--- config.mk ---
export PLATFORM = sky130hd
export DESIGN_NAME = cims_top
export DESIGN_NICKNAME = d
export VERILOG_FILES = /design/src/rtl/cims_top.v
export VERILOG_INCLUDE_DIRS = /design/src /design/src/pkg
export SDC_FILE = /design/constraint.sdc
export NUM_CORES = 1
export LEC_CHECK = 0
export BUFFER_PORTS_ARGS = -buffer_cell sky130_fd_sc_hd__buf_2
export CORE_MARGIN = 3
export CORE_UTILIZATION = 39
export DETAILED_ROUTE_END_ITERATION = 16
export PLACE_DENSITY = 0.54
export SYNTH_ARGS = -nofsm -noshare
export SYNTH_HDL_FRONTEND = slang
export SYNTH_SLANG_ARGS = --single-unit
--- constraint.sdc ---
create_clock -name clk_i -period 14.05 [get_ports clk_i]
set_clock_uncertainty 0.2 [all_clocks]
set_input_delay 2.81 -clock clk_i [delete_from_list [all_inputs] [get_ports clk_i]]
set_output_delay 2.81 -clock clk_i [all_outputs]
set_load 0.005 [all_outputs]
--- src/pkg/cims_map.vh ---
// Constants for the processor interface mode-select front end.
// Assumes inclusion by the single design file; definitions only.
`ifndef CIMS_MAP_VH
`define CIMS_MAP_VH
`define CIMS_ID_W        6
`define CIMS_ID_RST      6'h00
`define CIMS_BIT_LINE1   1
`define CIMS_BIT_LINE2   2
`define CIMS_BIT_LINE3   3
`define CIMS_PH_FULL     3'h4
`define CIMS_PH_THREE    3'h3
`define CIMS_PH_TWO      3'h2
`define CIMS_PH_ONE      3'h1
`define CIMS_CNT_W       8
`define CIMS_CNT_RST     8'h00
`define CIMS_PER_RST     8'h3F
`define CIMS_FIX_RST     2'h0
`endif

--- src/rtl/cims_top.v ---
// Mode select, identification code capture and phase control front end.
// Assumes asynchronous pins (enable, id lines, phase straps) and an
// external analog loop that consumes the reference code and phase gates.
`timescale 1ns/1ps
`include "cims_map.vh"

// Contract
// - On enable rising edge, id line 1 high picks parallel, low picks serial.
// - Parallel mode uses all six id lines as the core reference code.
// - Parallel mode keeps the uncore plane in high impedance, no activity.
// - Serial mode ignores lines 0,4,5; lines 2,3 form the serial bus.
// - Parallel mode samples the code continuously, updating on each change.
// - Fixed mode uses bus lines as static select of 4 voltages, no commands.
// - Low-power flag from serial bus reduces the number of active phases.
// - One uncore phase and two to four interleaved core phases, cut to one under low power in serial mode outside fixed mode.
// - Enabled uncore phase is offset in timing from the core phases.
// - Phase 4 strapped low gives 3 phases; phases 3 and 4 low give 2.
// - High impedance pulls driver enable low; enabling releases it high.
// - Serial bus is one master to this slave, fast-mode two-wire signalling.
module cims_top #(
    parameter PERIOD_W = `CIMS_CNT_W   // phase carrier counter width
) (
    input  wire                   clk_i,          // 125 MHz clock
    input  wire                   srst_i,         // sync reset, active high
    input  wire                   enable_i,       // regulator enable pin
    input  wire [`CIMS_ID_W-1:0]  id_lines_i,     // id lines 0..5 (async)
    input  wire                   fix_mode_i,     // fixed-voltage debug strap
    input  wire                   low_power_state_flag_i, // from bus decoder
    input  wire                   phase3_strap_low_i, // phase 3 tied to ground
    input  wire                   phase4_strap_low_i, // phase 4 tied to ground
    input  wire [PERIOD_W-1:0]    period_i,       // carrier period in cycles
    output reg                    parallel_id_mode_o, // 1 parallel, 0 serial
    output reg  [`CIMS_ID_W-1:0]  core_ref_code_o,    // core reference code
    output reg                    core_ref_update_o,  // pulse on new code
    output reg  [1:0]             fixed_sel_o,        // fixed voltage select
    output reg                    fixed_active_o,     // fixed mode in force
    output wire                   serial_bus_clock_line_o, // to bus decoder
    output wire                   serial_bus_data_line_o,  // to bus decoder
    output reg                    serial_cmd_enable_o,     // decoder may act
    output reg  [2:0]             core_phase_count_o,      // active phases
    output reg  [3:0]             core_phase_outputs_o,    // phase gates
    output reg  [3:0]             core_phase_oe_o,         // 0 = floating
    output reg                    uncore_phase_output_o,   // uncore gate
    output reg                    uncore_phase_oe_o,       // 0 = floating
    output wire                   core_driver_enable_o,    // open drain out
    output wire                   core_driver_enable_oe_o, // high pulls low
    output wire                   uncore_driver_enable_o,  // open drain out
    output wire                   uncore_driver_enable_oe_o // high pulls low
);

// Three-stage synchroniser; stage 1 is read only by stage 2.
// The debug strap is a pin as well, so it rides the same synchroniser.
localparam SYNC_W = `CIMS_ID_W + 4;
reg  [SYNC_W-1:0] s1_r;
reg  [SYNC_W-1:0] s2_r;
reg  [SYNC_W-1:0] s3_r;
reg  [SYNC_W-1:0] stable_r;
wire [SYNC_W-1:0] raw_w = {fix_mode_i, phase4_strap_low_i,
                           phase3_strap_low_i, enable_i, id_lines_i};
wire [SYNC_W-1:0] agree_w = ~(s2_r ^ s3_r);
integer k;

always @(posedge clk_i) begin
    if (srst_i) begin
        s1_r     <= {SYNC_W{1'b0}};
        s2_r     <= {SYNC_W{1'b0}};
        s3_r     <= {SYNC_W{1'b0}};
        stable_r <= {SYNC_W{1'b0}};
    end else begin
        s1_r <= raw_w;
        s2_r <= s1_r;
        s3_r <= s2_r;
        for (k = 0; k < SYNC_W; k = k + 1) begin
            if (agree_w[k]) begin
                stable_r[k] <= s3_r[k];
            end
        end
    end
end

wire [`CIMS_ID_W-1:0] id_w    = stable_r[`CIMS_ID_W-1:0];
wire                  en_w    = stable_r[`CIMS_ID_W];
wire                  ph3lo_w = stable_r[`CIMS_ID_W+1];
wire                  ph4lo_w = stable_r[`CIMS_ID_W+2];
wire                  fix_w   = stable_r[`CIMS_ID_W+3];
reg                   en_d_r;
wire                  en_rise_w = en_w & ~en_d_r;

// Serial bus lines pass straight through once synchronised.
assign serial_bus_clock_line_o = id_w[`CIMS_BIT_LINE2];
assign serial_bus_data_line_o  = id_w[`CIMS_BIT_LINE3];

// Strap-derived phase count; captured with the mode at enable.
function [2:0] strap_count;
    input p3;
    input p4;
    begin
        if (p3 && p4) begin
            strap_count = `CIMS_PH_TWO;
        end else if (p4) begin
            strap_count = `CIMS_PH_THREE;
        end else begin
            strap_count = `CIMS_PH_FULL;
        end
    end
endfunction

reg [2:0] strap_ph_r;
reg       running_r;

always @(posedge clk_i) begin
    if (srst_i) begin
        en_d_r              <= 1'b0;
        running_r           <= 1'b0;
        parallel_id_mode_o  <= 1'b0;
        strap_ph_r          <= `CIMS_PH_FULL;
        core_ref_code_o     <= `CIMS_ID_RST;
        core_ref_update_o   <= 1'b0;
        fixed_sel_o         <= `CIMS_FIX_RST;
        fixed_active_o      <= 1'b0;
        serial_cmd_enable_o <= 1'b0;
    end else begin
        en_d_r            <= en_w;
        running_r         <= en_w;
        core_ref_update_o <= 1'b0;
        if (en_rise_w) begin
            // Mode holds until the next rising edge of enable.
            parallel_id_mode_o <= id_w[`CIMS_BIT_LINE1];
            strap_ph_r <= strap_count(ph3lo_w, ph4lo_w);
            fixed_active_o <= fix_w & ~id_w[`CIMS_BIT_LINE1];
        end
        if (en_w && parallel_id_mode_o && !en_rise_w &&
            id_w != core_ref_code_o) begin
            core_ref_code_o   <= id_w;
            core_ref_update_o <= 1'b1;
        end else if (en_rise_w && id_w[`CIMS_BIT_LINE1]) begin
            core_ref_code_o   <= id_w;
            core_ref_update_o <= 1'b1;
        end
        if (fixed_active_o && !parallel_id_mode_o) begin
            // Static select from the two bus lines.
            fixed_sel_o <= {id_w[`CIMS_BIT_LINE3],
                            id_w[`CIMS_BIT_LINE2]};
        end
        // Held low at the enable edge, while the new mode is still loading.
        serial_cmd_enable_o <= en_w & ~en_rise_w & ~parallel_id_mode_o
                               & ~fixed_active_o;
    end
end

// Active core phase count, cut to one under low power in serial mode outside fixed mode.
always @(posedge clk_i) begin
    if (srst_i) begin
        core_phase_count_o <= `CIMS_PH_FULL;
    end else if (!parallel_id_mode_o && low_power_state_flag_i &&
                 !fixed_active_o) begin
        core_phase_count_o <= `CIMS_PH_ONE;
    end else begin
        core_phase_count_o <= strap_ph_r;
    end
end

// Carrier counter; each active core phase starts at count*i/n, the
// uncore phase sits half a slot later to spread the input ripple.
reg [PERIOD_W-1:0] cnt_r;
reg [PERIOD_W-1:0] slot_r;
wire [PERIOD_W-1:0] per_w = (period_i == {PERIOD_W{1'b0}}) ?
                            `CIMS_PER_RST : period_i;

// Wraps at per_w minus one, so one carrier lasts exactly per_w cycles.
always @(posedge clk_i) begin
    if (srst_i || cnt_r >= per_w - {{(PERIOD_W-1){1'b0}}, 1'b1}) begin
        cnt_r <= `CIMS_CNT_RST;
    end else begin
        cnt_r <= cnt_r + {{(PERIOD_W-1){1'b0}}, 1'b1};
    end
end

always @* begin
    case (core_phase_count_o)
        `CIMS_PH_ONE:   slot_r = per_w;
        `CIMS_PH_TWO:   slot_r = per_w >> 1;
        `CIMS_PH_THREE: slot_r = per_w / `CIMS_PH_THREE;
        default:        slot_r = per_w >> 2;
    endcase
end

wire       uncore_on_w = running_r & ~parallel_id_mode_o;
wire [PERIOD_W-1:0] half_w = slot_r >> 1;
integer j;

always @(posedge clk_i) begin
    if (srst_i) begin
        core_phase_outputs_o  <= 4'h0;
        core_phase_oe_o       <= 4'h0;
        uncore_phase_output_o <= 1'b0;
        uncore_phase_oe_o     <= 1'b0;
    end else begin
        for (j = 0; j < 4; j = j + 1) begin
            // Each active phase is high for its own slot only.
            core_phase_oe_o[j] <= running_r && (j < core_phase_count_o);
            core_phase_outputs_o[j] <= running_r &&
                (j < core_phase_count_o) &&
                (cnt_r >= slot_r * j) &&
                (cnt_r <  slot_r * (j + 1));
        end
        uncore_phase_oe_o     <= uncore_on_w;
        uncore_phase_output_o <= uncore_on_w &&
            (cnt_r >= half_w) && (cnt_r < half_w + slot_r);
    end
end

// Open-drain enables: pulled low for high impedance, released to enable.
assign core_driver_enable_o      = 1'b0;
assign core_driver_enable_oe_o   = ~running_r;
assign uncore_driver_enable_o    = 1'b0;
assign uncore_driver_enable_oe_o = ~uncore_on_w;

endmodule // cims_top

Word level (Yosys, flattened, before mapping)
Index checks and enable logic that the tools add are counted.
W data, S select, Z words.
- bits in registers: 77
- logic and storage cells: 104
- add/subtract/negate cells: 3
- $mul: 1
- div/mod/pow operators: 1
- $lt $le $gt $ge: 15
- eq/ne operators: 4
- muxes and demuxes: 9
- bitwise operators: 14
- reduce and logical (&&, ||, !) cells: 29
- operator list (kind ; number):
    $pmux W8 S3 ; 1
    $logic_and A1 B1 Y1 ; 22
    $lt A8 B10 Y1 ; 2
    $ge A8 B8 Y1 ; 2
    $lt A8 B8 Y1 ; 2
    $mux W6 ; 2
    $ge A8 B10 Y1 ; 1
    $mul A8 B2 Y10 const B ; 1
    $not A10 Y10 ; 1
    $xor A10 B10 Y10 ; 1
    $ge A8 B9 Y1 ; 1
    $lt A8 B9 Y1 ; 1
    $mux W3 ; 3
    $add A7 B8 Y8 ; 1
    $add A8 B1 Y8 const B ; 1
    $div A8 B2 Y8 const B ; 1
    $ge A8 B1 Y1 const B ; 1
    $ge A8 B7 Y1 ; 1
    $logic_not A8 Y1 ; 1
    $mux W8 ; 1
    $sub A8 B1 Y8 const B ; 1
    $and A1 B1 Y1 ; 6
    $eq A3 B2 Y1 const B ; 2
    $lt A1 B3 Y1 const A ; 2
    9 further kinds ; 18

Longest topological paths before layout
- depth in word-level cells: 8
- mapped depth: 34

Worst setup path after synthesis
No wires, ideal clock.
- path type: input-to-reg
- start: input period_i[5]
- end: register core_phase_outputs_o[2]
- setup time: 137 ps
- data arrival time: 8546 ps
- required time: 13713 ps
- setup slack: 5168 ps
- stages: 33
- buffers on the path: 4
- path through: buf_6 or3_4 buf_6 o31ai_4 buf_6 nand3_1 o21ai_0 ha_1 clkbuf_1 inv_1 nor4_1 a31oi_1 and4_1 ha_1 a2111oi_0 o211ai_1 o221a_2 ha_1 inv_1 fa_1 nor2b_1 o21ai_0 nand2b_1 a21o_1 a21o_1 xnor2_1 ha_1 and2_1 nand4_1 o31ai_1 a21oi_1 a2111oi_0 a2111oi_0
- word-level cells in the longest chain between the ends: 7
- ends and longest elaborated chain (element ; RTL line ; source):
    start, declared ; cims_top.v:31 ; input wire [PERIOD_W-1:0] period_i,
    $logic_not A8 Y1 ; cims_top.v:167 ; wire [PERIOD_W-1:0] per_w = (period_i == {PERIOD_W{1'b0}}) ?
    $mux W8 (*) ; cims_top.v:167 ;
    $div A8 B2 Y8 (no source line) ; - ;
    $pmux W8 S3 (*) ; cims_top.v:180 ; case (core_phase_count_o)
    $mul A8 B2 Y10 / $ge A8 B9 Y1 (equally long branches) ; cims_top.v:205, cims_top.v:204 ;
    $lt A8 B10 Y1 / $logic_and A1 B1 Y1 (equally long branches) ; cims_top.v:205, cims_top.v:203 ;
    $logic_and A1 B1 Y1 (*) ; cims_top.v:204 ; (cnt_r >= slot_r * j) &&
    end signal, assigned by index ; cims_top.v:202 ; core_phase_outputs_o[j] <= running_r &&
    end, declared ; cims_top.v:41 ; output reg [3:0] core_phase_outputs_o,
Every way passes the cells marked *; elsewhere a longest branch is shown, timed or not.
A chain may end at the register's enable or synchronous reset.

Final worst setup path
Same ends and word-level chain as after synthesis.

==> flow_summary.json <==
{
  "ys_warn_count": 0,
  "cp.arrival_ps": 9540,
  "post_cts_buffers": 0,
  "setup_slack_ps": 4500,
  "drive_above_1_share_pct": 12.0,
  "ant_nets": 0,
  "layout_commonest_cell": "dfxtp_1",
  "cp.required_ps": 14030,
  "drv_cap": 0,
  "vias_per_cell": 5.48,
  "final_cell_mix": "dfxtp_1 (77), ha_1 (61), buf_2 (49)",
  "synth_area_leader_cell": "dfxtp_1",
  "maxSlewViolCount": 0,
  "fin_util_pct": 45.8,
  "cts_tree": "built",
  "synthArstFlopShare_pct": 0,
  "hold_viol_final": 0,
  "cts_buffers": 9,
  "syn_avg_cell_area_um2": 8.71,
  "max_freq_mhz": 105,
  "outcome": "completed",
  "fin_area_um2": 5640,
  "diodes": 0,
  "n_fill_cell": 1230,
  "area_growth_pct": 12.3,
  "hold_buffers": 0,
  "worstHoldStart": "s1_r[7]",
  "synth_top_area_share_pct": 30.7,
  "power.density_nw_per_um2": 98.7,
  "dr.pass1.iters": 5,
  "core_um2": 12300,
  "clk_path_buf_depth": 2,
  "rows": 40,
  "overflow": 0,
  "antenna_found_initial": 0,
  "grt_pass1_wl_um": 20500,
  "relSlewSlack_pct": 33.1,
  "grt_pass1_vias": 4049,
  "yosysUniqueCellTypes": 65,
  "dr_total_vias": 4299,
  "crit_start": "period_i[5]",
  "clock_sinks": 77,
  "die_x_um": 119,
  "dp_hpwl_um": 9320,
  "place_area_um2": 5340,
  "post-route-drc-count": 0,
  "grtUsageTotal_pct": 17.4,
  "cts_resized": 0,
  "slowest_stage": "o31ai_4",
  "final_net_count": 695,
  "synth_area_um2": 5020,
  "cp_common_cell": "ha_1",
  "gp_congestion": 0.861,
  "wl_per_cell_um": 15.7,
  "period_needed_ps": 9550,
  "synth_seq_area_share_pct": 30.7,
  "drt-total-wl_um": 12300,
  "fin_crit_sh_pct": 68.0,
  "clkTransAtPathRegs_ps": 50,
  "holdCritPathClass": "flop to flop",
  "io_buffers": 49,
  "path_class": "input port to flop",
  "ys_ff_latch": 77,
  "drtIter0Drc": 402,
  "worstPathMaxFanout": 20,
  "start_kind": "input port",
  "ys.flop_type": "dfxtp_1",
  "floorplan.die_area_um2": 14300,
  "r2r_start": "core_phase_count_o[0]",
  "finalSetupViolations": 0,
  "place_ws_ps": 4250,
  "syn_inst": 577,
  "endpoint_kind": "flop",
  "cpPeakStageDelay_ps": 510,
  "start_util_pct": 40.8,
  "io_pins": 52,
  "die_y_um": 119,
  "rsz0062_at_grt": "no",
  "multi_input_area_um2": 3250,
  "grt_max_degree": 61,
  "p_leak_nw": 2.60,
  "finalSetupTns_ps": 0,
  "ff_latch_area_um2": 1540,
  "synth-edff-count": 0,
  "insertion_delay_ps": 330,
  "max_slew.worst_pin.slew_ps": 1000,
  "peakVddDrop_v": 0.000126,
  "synth_area_leaders": "dfxtp_1 (31%), ha_1 (15%), nor2b_1 (4.9%)",
  "cts_root_buf": "clkbuf_16",
  "cts.htree.levels": 3
}
[critical path, delay by kind of cell]
kind / cells / cell delay [ps]
xor+xnor: 1 / 100
buf+inv: 3 / 500
simple gates: 9 / 1920
compound gates: 13 / 2540
fa+ha+maj: 5 / 1630
[area by class of cell]
cell class / instances / share of cell area [%]
inverters: 25 / 1.66
multi-input cells: 450 / 57.6
clock buffers: 10 / 4.24
clock inverters: 5 / 1.06
flip-flops and latches: 77 / 27.3
well taps: 168 / 3.73
repair buffers: 49 / 4.35
[kinds of logic (layout without fill, tap and decap cells)]
| family | after synthesis | in the layout | share of synthesized area (%) |
|---|---|---|---|
| simple gates | 191 | 191 | 20.0 |
| compound gates | 160 | 160 | 22.3 |
| flops | 77 | 77 | 30.7 |
| fa+ha+maj | 65 | 65 | 16.2 |
| buf+inv | 51 | 89 | 4.63 |
| xor+xnor | 24 | 24 | 4.48 |
| mux | 8 | 8 | 1.62 |
| other cells | 1 | 2 | 0.0746 |
[per-stage QoR]
stage	hold slack, ps	power (mW)	std cells
floorplan	214	0.310	578
global placement	217	0.332	769
detailed placement	224	0.334	769
CTS	236	0.563	784
global route	260	0.584	784
finish	238	0.557	784
[sequential cells by signal, summed over array words and instances, names as in the netlist]
| name | count |
|---|---|
| parallel_id_mode_o | 1 |
| core_phase_outputs_o | 4 |
| s3_r | 10 |
| fixed_active_o | 1 |
| core_ref_update_o | 1 |
| running_r | 1 |
| serial_cmd_enable_o | 1 |
| core_phase_oe_o | 4 |
| cnt_r | 8 |
| core_ref_code_o | 6 |
| stable_r | 10 |
| fixed_sel_o | 2 |
| uncore_phase_oe_o | 1 |
| core_phase_count_o | 3 |
| s2_r | 10 |
| s1_r | 10 |
| uncore_phase_output_o | 1 |
| strap_ph_r | 3 |
[worst paths after layout]
check	end	slack [ps]	depth (start not counted)
max reg2reg	core_phase_outputs_o[2]	8710	23
min reg2reg	s2_r[7]	240	1
min	s2_r[7]	240	1
max	core_phase_outputs_o[2]	4500	31
[Yosys cell counts (all sizes together) (14+ instances only)]
cell type  number
a21oi          39
ha             61
o21ai          31
nand3          14
nor2           37
nand2b         15
dfxtp          77
a21o           26
nor2b          39
xor2           14
inv            25
nand2          40
[routing by layer]
metal / part of all wire, % / vias up / wire length, um / track usage, %
li1: - / 2155 / - / -
met1: 48 / 1994 / 5900 / 24.6
met2: 46 / 132 / 5620 / 27.9
met3: 4.4 / 18 / 543 / 1.65
met4: 2.0 / 0 / 249 / 6.08
met5: 0 / - / 0 / 0
[power by group]
part / switching (mW) / internal, mW
logic: 0.0580 / 0.0431
registers: 0.00543 / 0.223
clock network: 0.0858 / 0.142
total: 0.149 / 0.408
No activity file was read; power rests on OpenSTA's default activity.
